--- src/hw/amd_params.svh ---
// opcode layout constants, field positions and reset values for the address decoder
// assumes the classic column-per-mode opcode map of an 8-bit accumulator cpu
`ifndef AMD_PARAMS_SVH
`define AMD_PARAMS_SVH

// opcode high nibble: one column per instruction group or addressing mode
`define AMD_COL_BITTEST 4'h0
`define AMD_COL_BITMOD 4'h1
`define AMD_COL_BRANCH 4'h2
`define AMD_COL_RMW_DIR 4'h3
`define AMD_COL_RMW_ACC 4'h4
`define AMD_COL_RMW_IDX 4'h5
`define AMD_COL_RMW_IX1 4'h6
`define AMD_COL_RMW_IX 4'h7
`define AMD_COL_CTRL_A 4'h8
`define AMD_COL_CTRL_B 4'h9
`define AMD_COL_IMM 4'hA
`define AMD_COL_DIR 4'hB
`define AMD_COL_EXT 4'hC
`define AMD_COL_IX2 4'hD
`define AMD_COL_IX1 4'hE
`define AMD_COL_IX 4'hF

// single opcodes that leave their column's pattern
`define AMD_OP_BRANCH_SUB 8'hAD
`define AMD_OP_STOP 8'h8E
`define AMD_OP_WAIT 8'h8F
`define AMD_OP_MULTIPLY 8'h42

// low nibble of register/memory columns
`define AMD_LO_JUMP 4'hC
`define AMD_LO_CALL 4'hD
`define AMD_LO_STORE_ACC 4'h7
`define AMD_LO_STORE_IDX 4'hF
`define AMD_LO_COMPARE_IDX 4'h3
`define AMD_LO_LOAD_IDX 4'hE

// low nibble of read-modify-write columns
`define AMD_FN_NEGATE 4'h0
`define AMD_FN_INVERT 4'h3
`define AMD_FN_SHR 4'h4
`define AMD_FN_RORC 4'h6
`define AMD_FN_SAR 4'h7
`define AMD_FN_SHL 4'h8
`define AMD_FN_ROLC 4'h9
`define AMD_FN_DECR 4'hA
`define AMD_FN_INCR 4'hC
`define AMD_FN_TEST 4'hD
`define AMD_FN_ZERO 4'hF

// bit-op fields: bit number in [3:1], polarity or set/clear in [0]
`define AMD_BITNUM_MSB 3
`define AMD_BITNUM_LSB 1
`define AMD_POLARITY_BIT 0

// instruction lengths in bytes
`define AMD_LEN_ONE 2'd1
`define AMD_LEN_TWO 2'd2
`define AMD_LEN_THREE 2'd3

// page-zero high address byte and reset values
`define AMD_PAGE0_HIGH 8'h00
`define AMD_RST_BYTE 8'h00
`define AMD_RST_ADDR 16'h0000

`endif

--- src/hw/amd_pkg.sv ---
// types shared by the address decoder, its checker and its bench
// no assumptions beyond a systemverilog-2012 tool
package amd_pkg;

  typedef enum logic [2:0]
  {
    MODE_INH = 3'b000,
    MODE_IMM = 3'b001,
    MODE_DIR = 3'b010,
    MODE_EXT = 3'b011,
    MODE_IX = 3'b100,
    MODE_IX1 = 3'b101,
    MODE_IX2 = 3'b110,
    MODE_REL = 3'b111
  } amd_mode_t;

  typedef enum logic [2:0]
  {
    ST_IDLE = 3'b000,
    ST_EVAL = 3'b001,
    ST_READ = 3'b010,
    ST_CAPTURE = 3'b011,
    ST_WRITE = 3'b100
  } amd_state_t;

  typedef struct packed
  {
    logic h;
    logic i;
    logic n;
    logic z;
    logic c;
  } amd_ccr_t;

  typedef struct packed
  {
    logic [7:0] opcode;
    logic [7:0] byte1;
    logic [7:0] byte2;
    logic [15:0] pc;
    logic [7:0] acc;
    logic [7:0] index;
    amd_ccr_t ccr;
  } amd_req_t;

  typedef struct packed
  {
    amd_mode_t mode;
    logic [1:0] length;
    logic hasAddr;
    logic [15:0] effAddr;
    logic [7:0] operand;
    logic useIndexReg;
    logic isBranch;
    logic taken;
    logic [15:0] nextPc;
    logic carryValid;
    logic carry;
    logic regWrite;
    logic [7:0] regResult;
    logic nzValid;
    logic n;
    logic z;
  } amd_result_t;

endpackage

--- src/hw/amd_rmw_alu.sv ---
// modify step of read-modify-write instructions
// purely combinational; the caller registers whatever it keeps
`timescale 1ns/1ps
`default_nettype none
`include "amd_params.svh"

module amd_rmw_alu
(
  input wire logic [3:0] fn,
  input wire logic [7:0] operand,
  input wire logic carryIn,
  output logic [7:0] result,
  output logic carryOut
);

  // shift, rotate, arithmetic and clear; test leaves the value alone
  always_comb
  begin
    result = operand;
    carryOut = carryIn;
    case (fn)
      `AMD_FN_NEGATE:
      begin
        result = 8'(~operand + 8'h01);
        carryOut = (operand != 8'h00);
      end
      `AMD_FN_INVERT:
      begin
        result = ~operand;
        carryOut = 1'b1;
      end
      `AMD_FN_SHR:
      begin
        result = {1'b0, operand[7:1]};
        carryOut = operand[0];
      end
      `AMD_FN_RORC:
      begin
        result = {carryIn, operand[7:1]};
        carryOut = operand[0];
      end
      `AMD_FN_SAR:
      begin
        result = {operand[7], operand[7:1]};
        carryOut = operand[0];
      end
      `AMD_FN_SHL:
      begin
        result = {operand[6:0], 1'b0};
        carryOut = operand[7];
      end
      `AMD_FN_ROLC:
      begin
        result = {operand[6:0], carryIn};
        carryOut = operand[7];
      end
      `AMD_FN_DECR: result = 8'(operand - 8'h01);
      `AMD_FN_INCR: result = 8'(operand + 8'h01);
      `AMD_FN_ZERO: result = 8'h00;
      default: result = operand; // test and unused codes pass through
    endcase
  end

endmodule
`default_nettype wire

--- src/hw/amd_decoder.sv ---
// operand-address generation and instruction-format decoding for an 8-bit cpu
// assumes the core hands over opcode plus two following bytes, pc, a, x and ccr,
// and that memory returns read data in the cycle after a read strobe
//
// Functional notes
// - inherent opcodes are one byte, no address, act on cpu state only
// - immediate opcodes are two bytes; second byte is the operand itself
// - direct opcodes are two bytes; address is zero high byte plus second byte
// - extended opcodes are three bytes; high address byte then low byte
// - indexed without offset is one byte; address is zero high byte plus x
// - 8-bit indexed is two bytes; address is x plus offset keeping carry
// - 16-bit indexed is three bytes; high then low offset, plus x
// - taken branch adds sign-extended offset to next address, else falls through
// - branches use relative targets only; jumps take no register operand
// - bit branches are three bytes; bit number and polarity from opcode
// - bit branches copy the tested bit into carry, taken or not
// - modify ops read, alter and write back; test skips the write
// - bit set and clear alter one bit of a page-zero byte only
// - register/memory ops pair a or x with a memory operand
// - stop halts oscillator and enables irq pin; wait halts cpu clock and enables interrupts
// - two branches test the irq pin level, one high, one low
`timescale 1ns/1ps
`default_nettype none
`include "amd_params.svh"

module amd_decoder
  import amd_pkg::*;
(
  input wire logic core_clk,
  input wire logic rst_b,
  input wire logic clkEn,
  input wire logic reqValid,
  input wire amd_req_t req,
  input wire logic irqPin,
  input wire logic wakeup,
  input wire logic [7:0] memRdata,
  output logic busy,
  output logic done,
  output var amd_result_t result,
  output logic [15:0] memAddr,
  output logic memRead,
  output logic memWrite,
  output logic [7:0] memWdata,
  output logic oscHalt,
  output logic cpuClkHalt,
  output logic irqPinEnable,
  output logic intEnable
);

  amd_state_t state;
  amd_req_t cur;
  logic [7:0] readData;

  // addressing mode of an opcode, by column
  function automatic amd_mode_t modeOf(input logic [7:0] op);
    unique case (op[7:4])
      `AMD_COL_BITTEST, `AMD_COL_BITMOD, `AMD_COL_RMW_DIR, `AMD_COL_DIR: modeOf = MODE_DIR;
      `AMD_COL_BRANCH: modeOf = MODE_REL;
      `AMD_COL_RMW_ACC, `AMD_COL_RMW_IDX, `AMD_COL_CTRL_A, `AMD_COL_CTRL_B: modeOf = MODE_INH;
      `AMD_COL_RMW_IX1, `AMD_COL_IX1: modeOf = MODE_IX1;
      `AMD_COL_RMW_IX, `AMD_COL_IX: modeOf = MODE_IX;
      `AMD_COL_IMM: modeOf = (op == `AMD_OP_BRANCH_SUB) ? MODE_REL : MODE_IMM;
      `AMD_COL_EXT: modeOf = MODE_EXT;
      `AMD_COL_IX2: modeOf = MODE_IX2;
    endcase
  endfunction

  // instruction length in bytes
  function automatic logic [1:0] lenOf(input logic [7:0] op, input amd_mode_t m);
    if (op[7:4] == `AMD_COL_BITTEST)
      lenOf = `AMD_LEN_THREE;
    else
    begin
      unique case (m)
        MODE_INH, MODE_IX: lenOf = `AMD_LEN_ONE;
        MODE_IMM, MODE_DIR, MODE_IX1, MODE_REL: lenOf = `AMD_LEN_TWO;
        MODE_EXT, MODE_IX2: lenOf = `AMD_LEN_THREE;
      endcase
    end
  endfunction

  // effective operand address of a memory mode
  function automatic logic [15:0] addrOf(input amd_mode_t m, input logic [7:0] b1, input logic [7:0] b2,
                                         input logic [7:0] x);
    unique case (m)
      MODE_DIR: addrOf = {`AMD_PAGE0_HIGH, b1};
      MODE_EXT: addrOf = {b1, b2};
      MODE_IX: addrOf = {`AMD_PAGE0_HIGH, x};
      MODE_IX1: addrOf = {`AMD_PAGE0_HIGH, b1} + {`AMD_PAGE0_HIGH, x};
      MODE_IX2: addrOf = 16'({b1, b2} + {`AMD_PAGE0_HIGH, x});
      default: addrOf = `AMD_RST_ADDR; // inherent, immediate and relative carry no address
    endcase
  endfunction

  // relative branch condition; odd opcodes test the inverse of the even one
  function automatic logic branchCond(input logic [3:0] lo, input amd_ccr_t f, input logic pin);
    logic base;
    base = 1'b1;
    unique case (lo[3:1])
      3'h0: base = 1'b1;
      3'h1: base = ~(f.c | f.z);
      3'h2: base = ~f.c;
      3'h3: base = ~f.z;
      3'h4: base = ~f.h;
      3'h5: base = ~f.n;
      3'h6: base = ~f.i;
      3'h7: base = ~pin;
    endcase
    branchCond = base ^ lo[0];
  endfunction

  // decode of the held instruction
  amd_mode_t curMode;
  logic [3:0] col;
  logic [3:0] lo;
  logic [15:0] curAddr;
  logic [15:0] seqPc;
  logic [15:0] relTarget;
  logic [7:0] relOffset;
  logic isBitTest;
  logic isBitMod;
  logic isRmw;
  logic isRmwMem;
  logic isRegMem;
  logic isJump;
  logic isStore;
  logic isRelBranch;
  logic needRead;
  logic needWrite;
  logic [2:0] bitNum;
  logic [7:0] dataIn;
  logic [7:0] rmwOperand;
  logic [7:0] aluResult;
  logic aluCarry;
  logic [7:0] bitModified;
  logic testedBit;

  assign curMode = modeOf(cur.opcode);
  assign col = cur.opcode[7:4];
  assign lo = cur.opcode[3:0];
  assign curAddr = addrOf(curMode, cur.byte1, cur.byte2, cur.index);
  assign seqPc = 16'(cur.pc + {14'h0000, lenOf(cur.opcode, curMode)});
  assign isBitTest = (col == `AMD_COL_BITTEST);
  assign isBitMod = (col == `AMD_COL_BITMOD);
  assign isRmw = (col >= `AMD_COL_RMW_DIR) && (col <= `AMD_COL_RMW_IX) && (cur.opcode != `AMD_OP_MULTIPLY);
  assign isRmwMem = isRmw && (col != `AMD_COL_RMW_ACC) && (col != `AMD_COL_RMW_IDX);
  assign isRegMem = (col >= `AMD_COL_IMM) && (cur.opcode != `AMD_OP_BRANCH_SUB);
  assign isJump = isRegMem && (curMode != MODE_IMM) && ((lo == `AMD_LO_JUMP) || (lo == `AMD_LO_CALL));
  assign isStore = isRegMem && ((lo == `AMD_LO_STORE_ACC) || (lo == `AMD_LO_STORE_IDX));
  assign isRelBranch = (curMode == MODE_REL) && !isBitTest;
  // memory operand read for bit ops, memory modify ops and register/memory ops in memory modes other than jumps and stores
  assign needRead = isBitTest || isBitMod || isRmwMem ||
                    (isRegMem && (curMode != MODE_IMM) && !isJump && !isStore);
  assign needWrite = isBitMod || (isRmwMem && (lo != `AMD_FN_TEST));
  assign bitNum = cur.opcode[`AMD_BITNUM_MSB:`AMD_BITNUM_LSB];
  assign relOffset = isBitTest ? cur.byte2 : cur.byte1;
  assign relTarget = 16'(seqPc + {{8{relOffset[7]}}, relOffset});
  assign dataIn = (state == ST_CAPTURE) ? memRdata : readData;
  assign rmwOperand = isRmwMem ? dataIn : ((col == `AMD_COL_RMW_ACC) ? cur.acc : cur.index);
  assign testedBit = dataIn[bitNum];

  amd_rmw_alu i_amd_rmw_alu
  (
    .fn(lo),
    .operand(rmwOperand),
    .carryIn(cur.ccr.c),
    .result(aluResult),
    .carryOut(aluCarry)
  );

  // bit set on even opcode, clear on odd, other bits untouched
  always_comb
  begin
    bitModified = dataIn;
    bitModified[bitNum] = ~cur.opcode[`AMD_POLARITY_BIT];
  end

  // result assembled from the held instruction and any data read
  amd_result_t next_result;
  always_comb
  begin
    next_result = '0;
    next_result.mode = curMode;
    next_result.length = lenOf(cur.opcode, curMode);
    next_result.hasAddr = (curMode != MODE_INH) && (curMode != MODE_IMM) && (curMode != MODE_REL);
    next_result.effAddr = curAddr;
    next_result.operand = (curMode == MODE_IMM) ? cur.byte1 : dataIn;
    next_result.useIndexReg = isRegMem && !isJump &&
                              ((lo == `AMD_LO_COMPARE_IDX) || (lo == `AMD_LO_LOAD_IDX) ||
                               (lo == `AMD_LO_STORE_IDX));
    next_result.isBranch = isRelBranch || isBitTest;
    next_result.nextPc = seqPc;
    if (isBitTest)
    begin
      next_result.taken = (testedBit != cur.opcode[`AMD_POLARITY_BIT]);
      next_result.carryValid = 1'b1;
      next_result.carry = testedBit;
    end
    else if (isRelBranch)
      next_result.taken = (cur.opcode == `AMD_OP_BRANCH_SUB) || branchCond(lo, cur.ccr, irqPin);
    if (next_result.taken)
      next_result.nextPc = relTarget;
    else if (isJump)
      next_result.nextPc = curAddr;
    if (isRmw)
    begin
      next_result.carryValid = (lo != `AMD_FN_TEST);
      next_result.carry = aluCarry;
      next_result.nzValid = 1'b1;
      next_result.n = aluResult[7];
      next_result.z = (aluResult == 8'h00);
      next_result.regWrite = !isRmwMem && (lo != `AMD_FN_TEST);
      next_result.regResult = aluResult;
    end
  end

  // sequencing: accept, evaluate, optional read and write-back
  always_ff @(posedge core_clk)
  begin
    if (!rst_b)
      state <= ST_IDLE;
    else if (clkEn)
    begin
      unique case (state)
        ST_IDLE: if (reqValid) state <= ST_EVAL;
        ST_EVAL: state <= needRead ? ST_READ : ST_IDLE;
        ST_READ: state <= ST_CAPTURE;
        ST_CAPTURE: state <= needWrite ? ST_WRITE : ST_IDLE;
        ST_WRITE: state <= ST_IDLE;
        default: state <= ST_IDLE;
      endcase
    end
  end

  // request holding and read data capture
  always_ff @(posedge core_clk)
  begin
    if (!rst_b)
    begin
      cur <= '0;
      readData <= `AMD_RST_BYTE;
    end
    else if (clkEn)
    begin
      if (state == ST_IDLE && reqValid)
        cur <= req;
      if (state == ST_CAPTURE)
        readData <= memRdata;
    end
  end

  // memory strobes: one-cycle read, then one-cycle write-back to the same address
  always_ff @(posedge core_clk)
  begin
    if (!rst_b)
    begin
      memAddr <= `AMD_RST_ADDR;
      memRead <= 1'b0;
      memWrite <= 1'b0;
      memWdata <= `AMD_RST_BYTE;
    end
    else if (clkEn)
    begin
      memRead <= (state == ST_EVAL) && needRead;
      memWrite <= (state == ST_CAPTURE) && needWrite;
      if (state == ST_EVAL)
        memAddr <= curAddr;
      if (state == ST_CAPTURE)
        memWdata <= isBitMod ? bitModified : aluResult;
    end
  end

  // completion pulse, busy level and result hold
  always_ff @(posedge core_clk)
  begin
    if (!rst_b)
    begin
      busy <= 1'b0;
      done <= 1'b0;
      result <= '0;
    end
    else if (clkEn)
    begin
      done <= 1'b0;
      if (state == ST_IDLE && reqValid)
        busy <= 1'b1;
      if ((state == ST_EVAL && !needRead) || (state == ST_CAPTURE && !needWrite) || state == ST_WRITE)
      begin
        busy <= 1'b0;
        done <= 1'b1;
        result <= next_result;
      end
    end
  end

  // low-power requests; a new request wins over a same-cycle wakeup
  logic finishing;
  assign finishing = (state == ST_EVAL);
  always_ff @(posedge core_clk)
  begin
    if (!rst_b)
    begin
      oscHalt <= 1'b0;
      irqPinEnable <= 1'b0;
      cpuClkHalt <= 1'b0;
      intEnable <= 1'b0;
    end
    else if (clkEn)
    begin
      if (finishing && cur.opcode == `AMD_OP_STOP)
      begin
        oscHalt <= 1'b1;
        irqPinEnable <= 1'b1;
      end
      else if (wakeup)
      begin
        oscHalt <= 1'b0;
        irqPinEnable <= 1'b0;
      end
      if (finishing && cur.opcode == `AMD_OP_WAIT)
      begin
        cpuClkHalt <= 1'b1;
        intEnable <= 1'b1;
      end
      else if (wakeup)
      begin
        cpuClkHalt <= 1'b0;
        intEnable <= 1'b0;
      end
    end
  end

endmodule
`default_nettype wire

--- config.mk ---
export PLATFORM = sky130hd
export DESIGN_NAME = amd_decoder
export DESIGN_NICKNAME = d
export VERILOG_FILES = /design/src/hw/amd_pkg.sv /design/src/hw/amd_rmw_alu.sv /design/src/hw/amd_decoder.sv
export VERILOG_INCLUDE_DIRS = /design/src /design/src/hw
export SDC_FILE = /design/constraint.sdc
export NUM_CORES = 1
export LEC_CHECK = 0
export BUFFER_PORTS_ARGS = -buffer_cell sky130_fd_sc_hd__buf_2
export CORE_MARGIN = 4
export CORE_UTILIZATION = 62
export CTS_CLUSTER_SIZE = 16
export DETAILED_ROUTE_END_ITERATION = 12
export GPL_TIMING_DRIVEN = 0
export HOLD_SLACK_MARGIN = 0.03
export PLACE_DENSITY_LB_ADDON = 0.08
export SYNTH_ARGS = -nofsm -noshare
export SYNTH_HDL_FRONTEND = slang
export SYNTH_SLANG_ARGS = --single-unit
--- constraint.sdc ---
create_clock -name core_clk -period 11.6 [get_ports core_clk]
set_clock_uncertainty 0.15 [all_clocks]
set_input_delay 2.32 -clock core_clk [delete_from_list [all_inputs] [get_ports core_clk]]
set_output_delay 2.32 -clock core_clk [all_outputs]
set_load 0.02 [all_outputs]
==> flow_metrics.py, run 1 <==
metrics = {
    "job": {
        "max_cap_viol_count": 0,
    },
    "logic_synthesis": {
        "syn_area_um2": 10500,
        "seq_area_frac_synth_pct": 31.3,
        "yosys.area.top_type": "dfxtp_1",
        "synth_edf_count": 0,
        "syn_inst": 1387,
        "synthArstFlopShare_pct": 0,
        "synth_top_family_by_area": "compound AO/OA/AOI/OAI gates",
        "syn_area_per_cell_um2": 7.57,
        "synth_fa_ha_area_share_pct": 5.65,
        "synth_common_cells": "259 x nand2_1, 165 x a21oi_1, 164 x dfxtp_1, 122 x nor2_1",
        "synthDistinctLibCells": 89,
        "synth-xor-area-share_pct": 4.00,
        "yosysMostFrequentCell": "nand2_1",
        "synth_nets": 1507,
        "synth_top_cell_area_share_pct": 31.3,
        "yosys-top-cells-area": "dfxtp_1 31%, nand2_1 9.3%, a21oi_1 7.9%",
        "synth-compound-area-share_pct": 25.8,
        "yosysWarningCount": 0,
        "ys.flop_type": "dfxtp_1",
        "ys_ff_latch": 164,
        "muxShareOfSynthArea_pct": 4.70,
        "yosys.area_share.simple_pct": 23.1,
    },
    "route": {
        "finalWirelength_um": 38100,
        "drt-vias-per-instance": 6.55,
        "vias": 11842,
        "routedWlPerCell_um": 21.1,
        "initialDrtViolationCount": 1496,
        "dr.pass1.iters": 6,
        "drtAntennaViolNets": 0,
        "post-route-drc-count": 0,
    },
    "power_and_ir_drop": {
        "power_density_nw_per_um2": 123,
        "peakVddDrop_mv": 0.115,
        "cellLeakagePower_nw": 5.16,
    },
    "timing": {
        "maxSlewViolCount": 0,
        "rsz0062_at_grt": "false",
        "max_clock_freq_mhz": 146,
        "min_period_ps": 6830,
        "relSlewSlack_pct": 10.0,
        "fin_crit_sh_pct": 58.9,
        "setup_viol": 0,
        "fin_setup_tns_ps": 0,
        "tightest_slew_ps": 1340,
        "final-hold-violation-count": 0,
    },
    "grt": {
        "antenna_found_initial": 0,
        "busiest_layer": "met2",
        "use_met3_pct": 11.7,
        "grt_use_total_pct": 38.5,
        "grt-ovfl-total": 0,
        "grt_pass1_vias": 11051,
        "grt_pass1_wl_um": 59900,
        "grt_util_met1_pct": 51.9,
        "met2_usage_pct": 58.9,
        "grt_max_degree": 21,
    },
    "place": {
        "dp_hpwl_um": 28900,
        "gp_congestion": 1.03,
        "place_area_um2": 11600,
        "numPortBuffers": 169,
    },
    "clock_tree": {
        "cts_buffers": 17,
        "cts_tree": "done",
        "cts_root_buf": "clkbuf_16",
        "insertion_delay_ps": 450,
        "clk_pin_slew_ps": 70,
        "cts_max_path_buffers": 2,
        "cts_sinks": 164,
        "post_cts_buffers": 0,
        "h-tree-depth": 4,
        "ctsResizeCount": 0,
        "hold_buffers": 0,
    },
    "floorplan": {
        "fp.dieArea_um2": 19100,
        "rows": 47,
        "core_area_um2": 16600,
        "initial_utilization_pct": 63.3,
        "dieHeight_um": 138,
        "dieWidth_um": 138,
        "pin_count": 170,
    },
    "cells_and_area": {
        "final_area_um2": 12300,
        "layout-drive-gt1-share_pct": 16.8,
        "area_growth_pct": 16.6,
        "nets": 1695,
        "fill_cells": 1307,
        "antennaDiodeCount": 0,
        "final_util_pct": 73.9,
    },
    "setup_path": {
        "ff2ff_path_depth": 24,
        "reg2reg_to": "result[25]",
        "crit_fanout": 10,
        "cp.arrival_ps": 7050,
        "crit_path_end_kind": "register",
        "crit_type": "register to register",
        "start_kind": "register",
        "required_ps": 11820,
        "reg2reg_from": "col[3]",
        "regToRegSetupSlack_ps": 4770,
    },
    "hold_path": {
        "min_to": "memAddr[0]",
        "min_from": "memAddr[0]",
        "hold_depth": 2,
        "hold_path.class": "register to register",
    },
    "run_status": {
        "status": "completed",
    },
}
[power breakdown]
group / internal [mW] / switching, mW / leakage, nW
logic: 0.109 / 0.209 / 3.53
clock network: 0.297 / 0.294 / 0.301
registers: 0.581 / 0.0185 / 1.33
total: 0.986 / 0.522 / 5.16
[per-layer routing]
metal | part of all wire, % | vias up | wire, µm
met1 | 40 | 5488 | 15100
met5 | 0 | - | 0
met4 | 3.5 | 0 | 1350
li1 | - | 5366 | -
met2 | 44 | 852 | 16600
met3 | 13 | 136 | 5060
[layout make-up]
type,instances,area (µm²),area share (%)
Buffer,103,474,3.87
Clock buffer,17,425,3.47
Clock inverter,15,199,1.62
Inverter,27,106,0.868
Multi-Input combinational cell,1093,6640,54.2
Sequential cell,164,3280,26.8
Tap cell,220,275,2.25
Timing Repair Buffer,169,846,6.90
[worst max path at each step]
stage | start | to | slack, ps | cells past startpoint
after floorplan | bitNum[0] | result[29] | 6440 | 26
after detailed placement | col[3] | result[29] | 5240 | 24
after CTS | col[3] | result[29] | 5100 | 24
after global routing | col[3] | result[29] | 4480 | 24
after global placement | col[3] | result[29] | 5310 | 24
final | col[3] | result[25] | 4770 | 24
[worst max-delay path, stage by stage, from the launching register on]
cell and delay (ps):
dfxtp_1 410, clkbuf_1 430, clkbuf_1 470, a21oi_1 120
a21oi_1 430, inv_1 130, ha_1 340, nand2_1 70
o21ai_0 100, nand2_1 90, o221ai_1 330, ha_1 360
fa_1 410, and3_1 230, and3_1 220, xor2_1 280
ha_1 320, a21o_1 200, a2111oi_0 510, nor2_1 200
a211oi_1 280, o21bai_1 100, xor2_1 270, a21oi_1 130
a21oi_1 180
[state kept, by name, summed over array words and instances (netlist names)]
name          count
bitNum            3
busy              1
irqPinEnable      1
result           62
intEnable         1
memWdata          8
done              1
memAddr          16
state             3
memRead           1
col               4
memWrite          1
readData          8
cur              54
[through the flow]
stage	setup slack (ps)	power, mW	instances	hold WS, ps
detailed placement	5240	0.915	1776	295
CTS	5100	1.49	1808	307
finish	4770	1.51	1808	305
global route	4480	1.56	1808	332
global placement	5310	0.910	1776	277
floorplan	6440	0.815	1387	283
[cells by family (layout without fill, tap and decap cells)]
group | after synthesis | in the layout
flops | 164 | 164
xor+xnor | 48 | 48
fa+ha+maj | 45 | 45
compound gates | 427 | 427
buf+inv | 130 | 331
simple gates | 536 | 536
mux | 37 | 37
[cells in the final DEF, fill, tap and decap left out, drive strengths merged, types with 34 or more instances in the layout]
master,n
clkbuf,87
nor3,37
ha,41
buf,202
xnor2,34
nand2,260
o21ai,72
nor2,122
a21oi,165
dfxtp,164
Power figures use the tool's default switching activity.
==> inputs of run 2 (changes only) <==
Settings changed: CORE_UTILIZATION 62 to 58.
Clock period 11.6 ns to 6.68 ns, I/O delays scaled along.
==> flow_metrics.py, run 2 (synthesis results as in run 1) <==
metrics = {
    "clock_tree": {
        "cts_buffers": 17,
        "cts_sinks": 164,
        "cts_root_buf": "clkbuf_16",
        "h-tree-depth": 4,
        "cts_tree": "done",
        "insertion_delay_ps": 440,
        "cts_max_path_buffers": 2,
        "clk_pin_slew_ps": 70,
    },
    "floorplan": {
        "pin_count": 170,
        "core_area_um2": 17500,
        "dieHeight_um": 143,
        "dieWidth_um": 143,
        "initial_utilization_pct": 59.9,
        "fp.dieArea_um2": 20300,
        "rows": 48,
    },
    "timing": {
        "tightest_slew_ps": 1080,
        "fin_hold_ws_ps": 294,
        "setup_viol": 0,
        "max_clock_freq_mhz": 160,
        "maxSlewViolCount": 0,
        "setup_slack_ps": 414,
        "final-hold-violation-count": 0,
        "min_period_ps": 6270,
        "rsz0062_at_grt": "false",
        "fin_setup_tns_ps": 0,
        "relSlewSlack_pct": 27.7,
        "fin_crit_sh_pct": 93.8,
    },
    "grt": {
        "grt_use_total_pct": 36.4,
        "grt_pass1_vias": 10632,
        "antenna_found_initial": 0,
        "grt-ovfl-total": 0,
        "grt_pass1_wl_um": 58600,
        "grt_max_degree": 19,
    },
    "cells_and_area": {
        "top_regs": "result x62, cur x54, memAddr x16",
        "nets": 1696,
        "final_util_pct": 69.8,
        "final_common_cell": "nand2_1",
        "antennaDiodeCount": 0,
        "layout-drive-gt1-share_pct": 17.2,
        "final_cell_mix": "259 x nand2_1, 185 x buf_2, 163 x a21oi_1, 163 x dfxtp_1, 122 x nor2_1",
        "regMostFlops": "result",
        "largest_reg_flops": 62,
        "fill_cells": 1563,
        "area_growth_pct": 16.5,
    },
    "power_and_ir_drop": {
        "peakVddDrop_mv": 0.185,
        "comb_power_share_pct": 21.1,
        "cellLeakagePower_nw": 5.17,
        "total_power_mw": 2.58,
        "clkPwrFrac_pct": 38.5,
        "power_density_nw_per_um2": 211,
        "power_switching_share_pct": 34.1,
        "p_seq_share_pct": 40.4,
        "p_int_mw": 1.70,
        "p_sw_mw": 0.879,
    },
    "route": {
        "finalWirelength_um": 37200,
        "initialDrtViolationCount": 1279,
        "drt-vias-per-instance": 6.36,
        "routedWlPerCell_um": 20.5,
        "dr.pass1.iters": 8,
        "vias": 11546,
        "drtAntennaViolNets": 0,
        "post-route-drc-count": 0,
    },
    "setup_path": {
        "required_ps": 6840,
        "crit_type": "register to register",
        "crit_fanout": 10,
        "ff2ff_path_depth": 26,
        "crit_path_end_kind": "register",
        "regToRegSetupSlack_ps": 410,
        "start_kind": "register",
        "cp.arrival_ps": 6430,
    },
    "place": {
        "numPortBuffers": 169,
        "pre_cts_slack_ps": 220,
        "gp_congestion": 1.01,
        "dp_hpwl_um": 28700,
    },
    "hold_path": {
        "hold_path.class": "register to register",
        "hold_depth": 2,
    },
    "job": {
        "max_cap_viol_count": 0,
    },
    "run_status": {
        "status": "completed",
    },
}
run 2: cell types whose count changed in the layout (fill, tap and decap cells not counted), sizes merged:
| cell | previous run | this run |
|---|---|---|
| clkbuf | 87 | 88 |
run 2: worst paths after layout:
path,startpoint,to
min reg2reg,result[2],result[2]
max,bitNum[0],result[29]
max reg2reg,bitNum[0],result[29]
min,result[2],result[2]
run 2: power groups by stage:
stage | sequential (mW) | combinational (mW) | clock (mW)
6_report | 1.04 | 0.545 | 0.992
5_1_grt | 1.04 | 0.594 | 1.03
4_1_cts | 1.04 | 0.529 | 0.990
3_5_place_dp | 1.06 | 0.525 | 0
3_3_place_gp | 1.06 | 0.520 | 0
2_1_floorplan | 1.07 | 0.350 | 0
run 2: layout make-up:
| class | instances | area, µm² | area share [%] |
|---|---|---|---|
| inverter | 27 | 106 | 0.869 |
| tap | 225 | 282 | 2.30 |
| clock inverter | 15 | 163 | 1.33 |
| clock buffer | 17 | 425 | 3.48 |
| sequential | 164 | 3280 | 26.8 |
| timing repair buffer | 170 | 851 | 6.95 |
| buffer | 103 | 478 | 3.91 |
| multi-input combinational | 1093 | 6650 | 54.3 |
run 2: layer usage:
| layer | vias up | part of all wire (%) | GRT usage, % |
|---|---|---|---|
| li1 | 5371 | - | - |
| met3 | 98 | 13 | 8.40 |
| met1 | 5341 | 43 | 53.7 |
| met5 | - | 0 | 0 |
| met4 | 0 | 3.2 | 13.9 |
| met2 | 736 | 41 | 51.4 |
run 2: what timing repair did:
item | CTS | global route
hold buffers | 0 | 0
setup endpoints to repair | 0 | 5
buffers inserted | 0 | 0
gates resized for setup | 0 | 9
run 2: metrics by stage:
| step | cell area [µm²] | instances |
|---|---|---|
| finish | 12200 | 1814 |
| global route | 12200 | 1814 |
| CTS | 12200 | 1813 |
| detailed placement | 11600 | 1781 |
| global placement | 11600 | 1781 |
| floorplan | 10500 | 1387 |
run 2: worst max-delay path, stage by stage, from the launching register on:
cell and delay [ps]:
dfxtp_2 420, buf_2 240, nand2b_1 260, nor2_1 130, o21ai_0 160, a21oi_1 100
a21oi_2 230, inv_1 100, ha_1 330, nand2_1 80, o21ai_0 80, nand2_1 100
o221ai_1 290, ha_1 340, fa_1 400, and3_1 220, and3_1 210, xor2_1 290
ha_1 320, a21o_1 180, a2111oi_0 370, nor2_1 190, a21oi_2 210, a211oi_1 160
o41a_1 360, nand4_1 100, a31oi_1 80
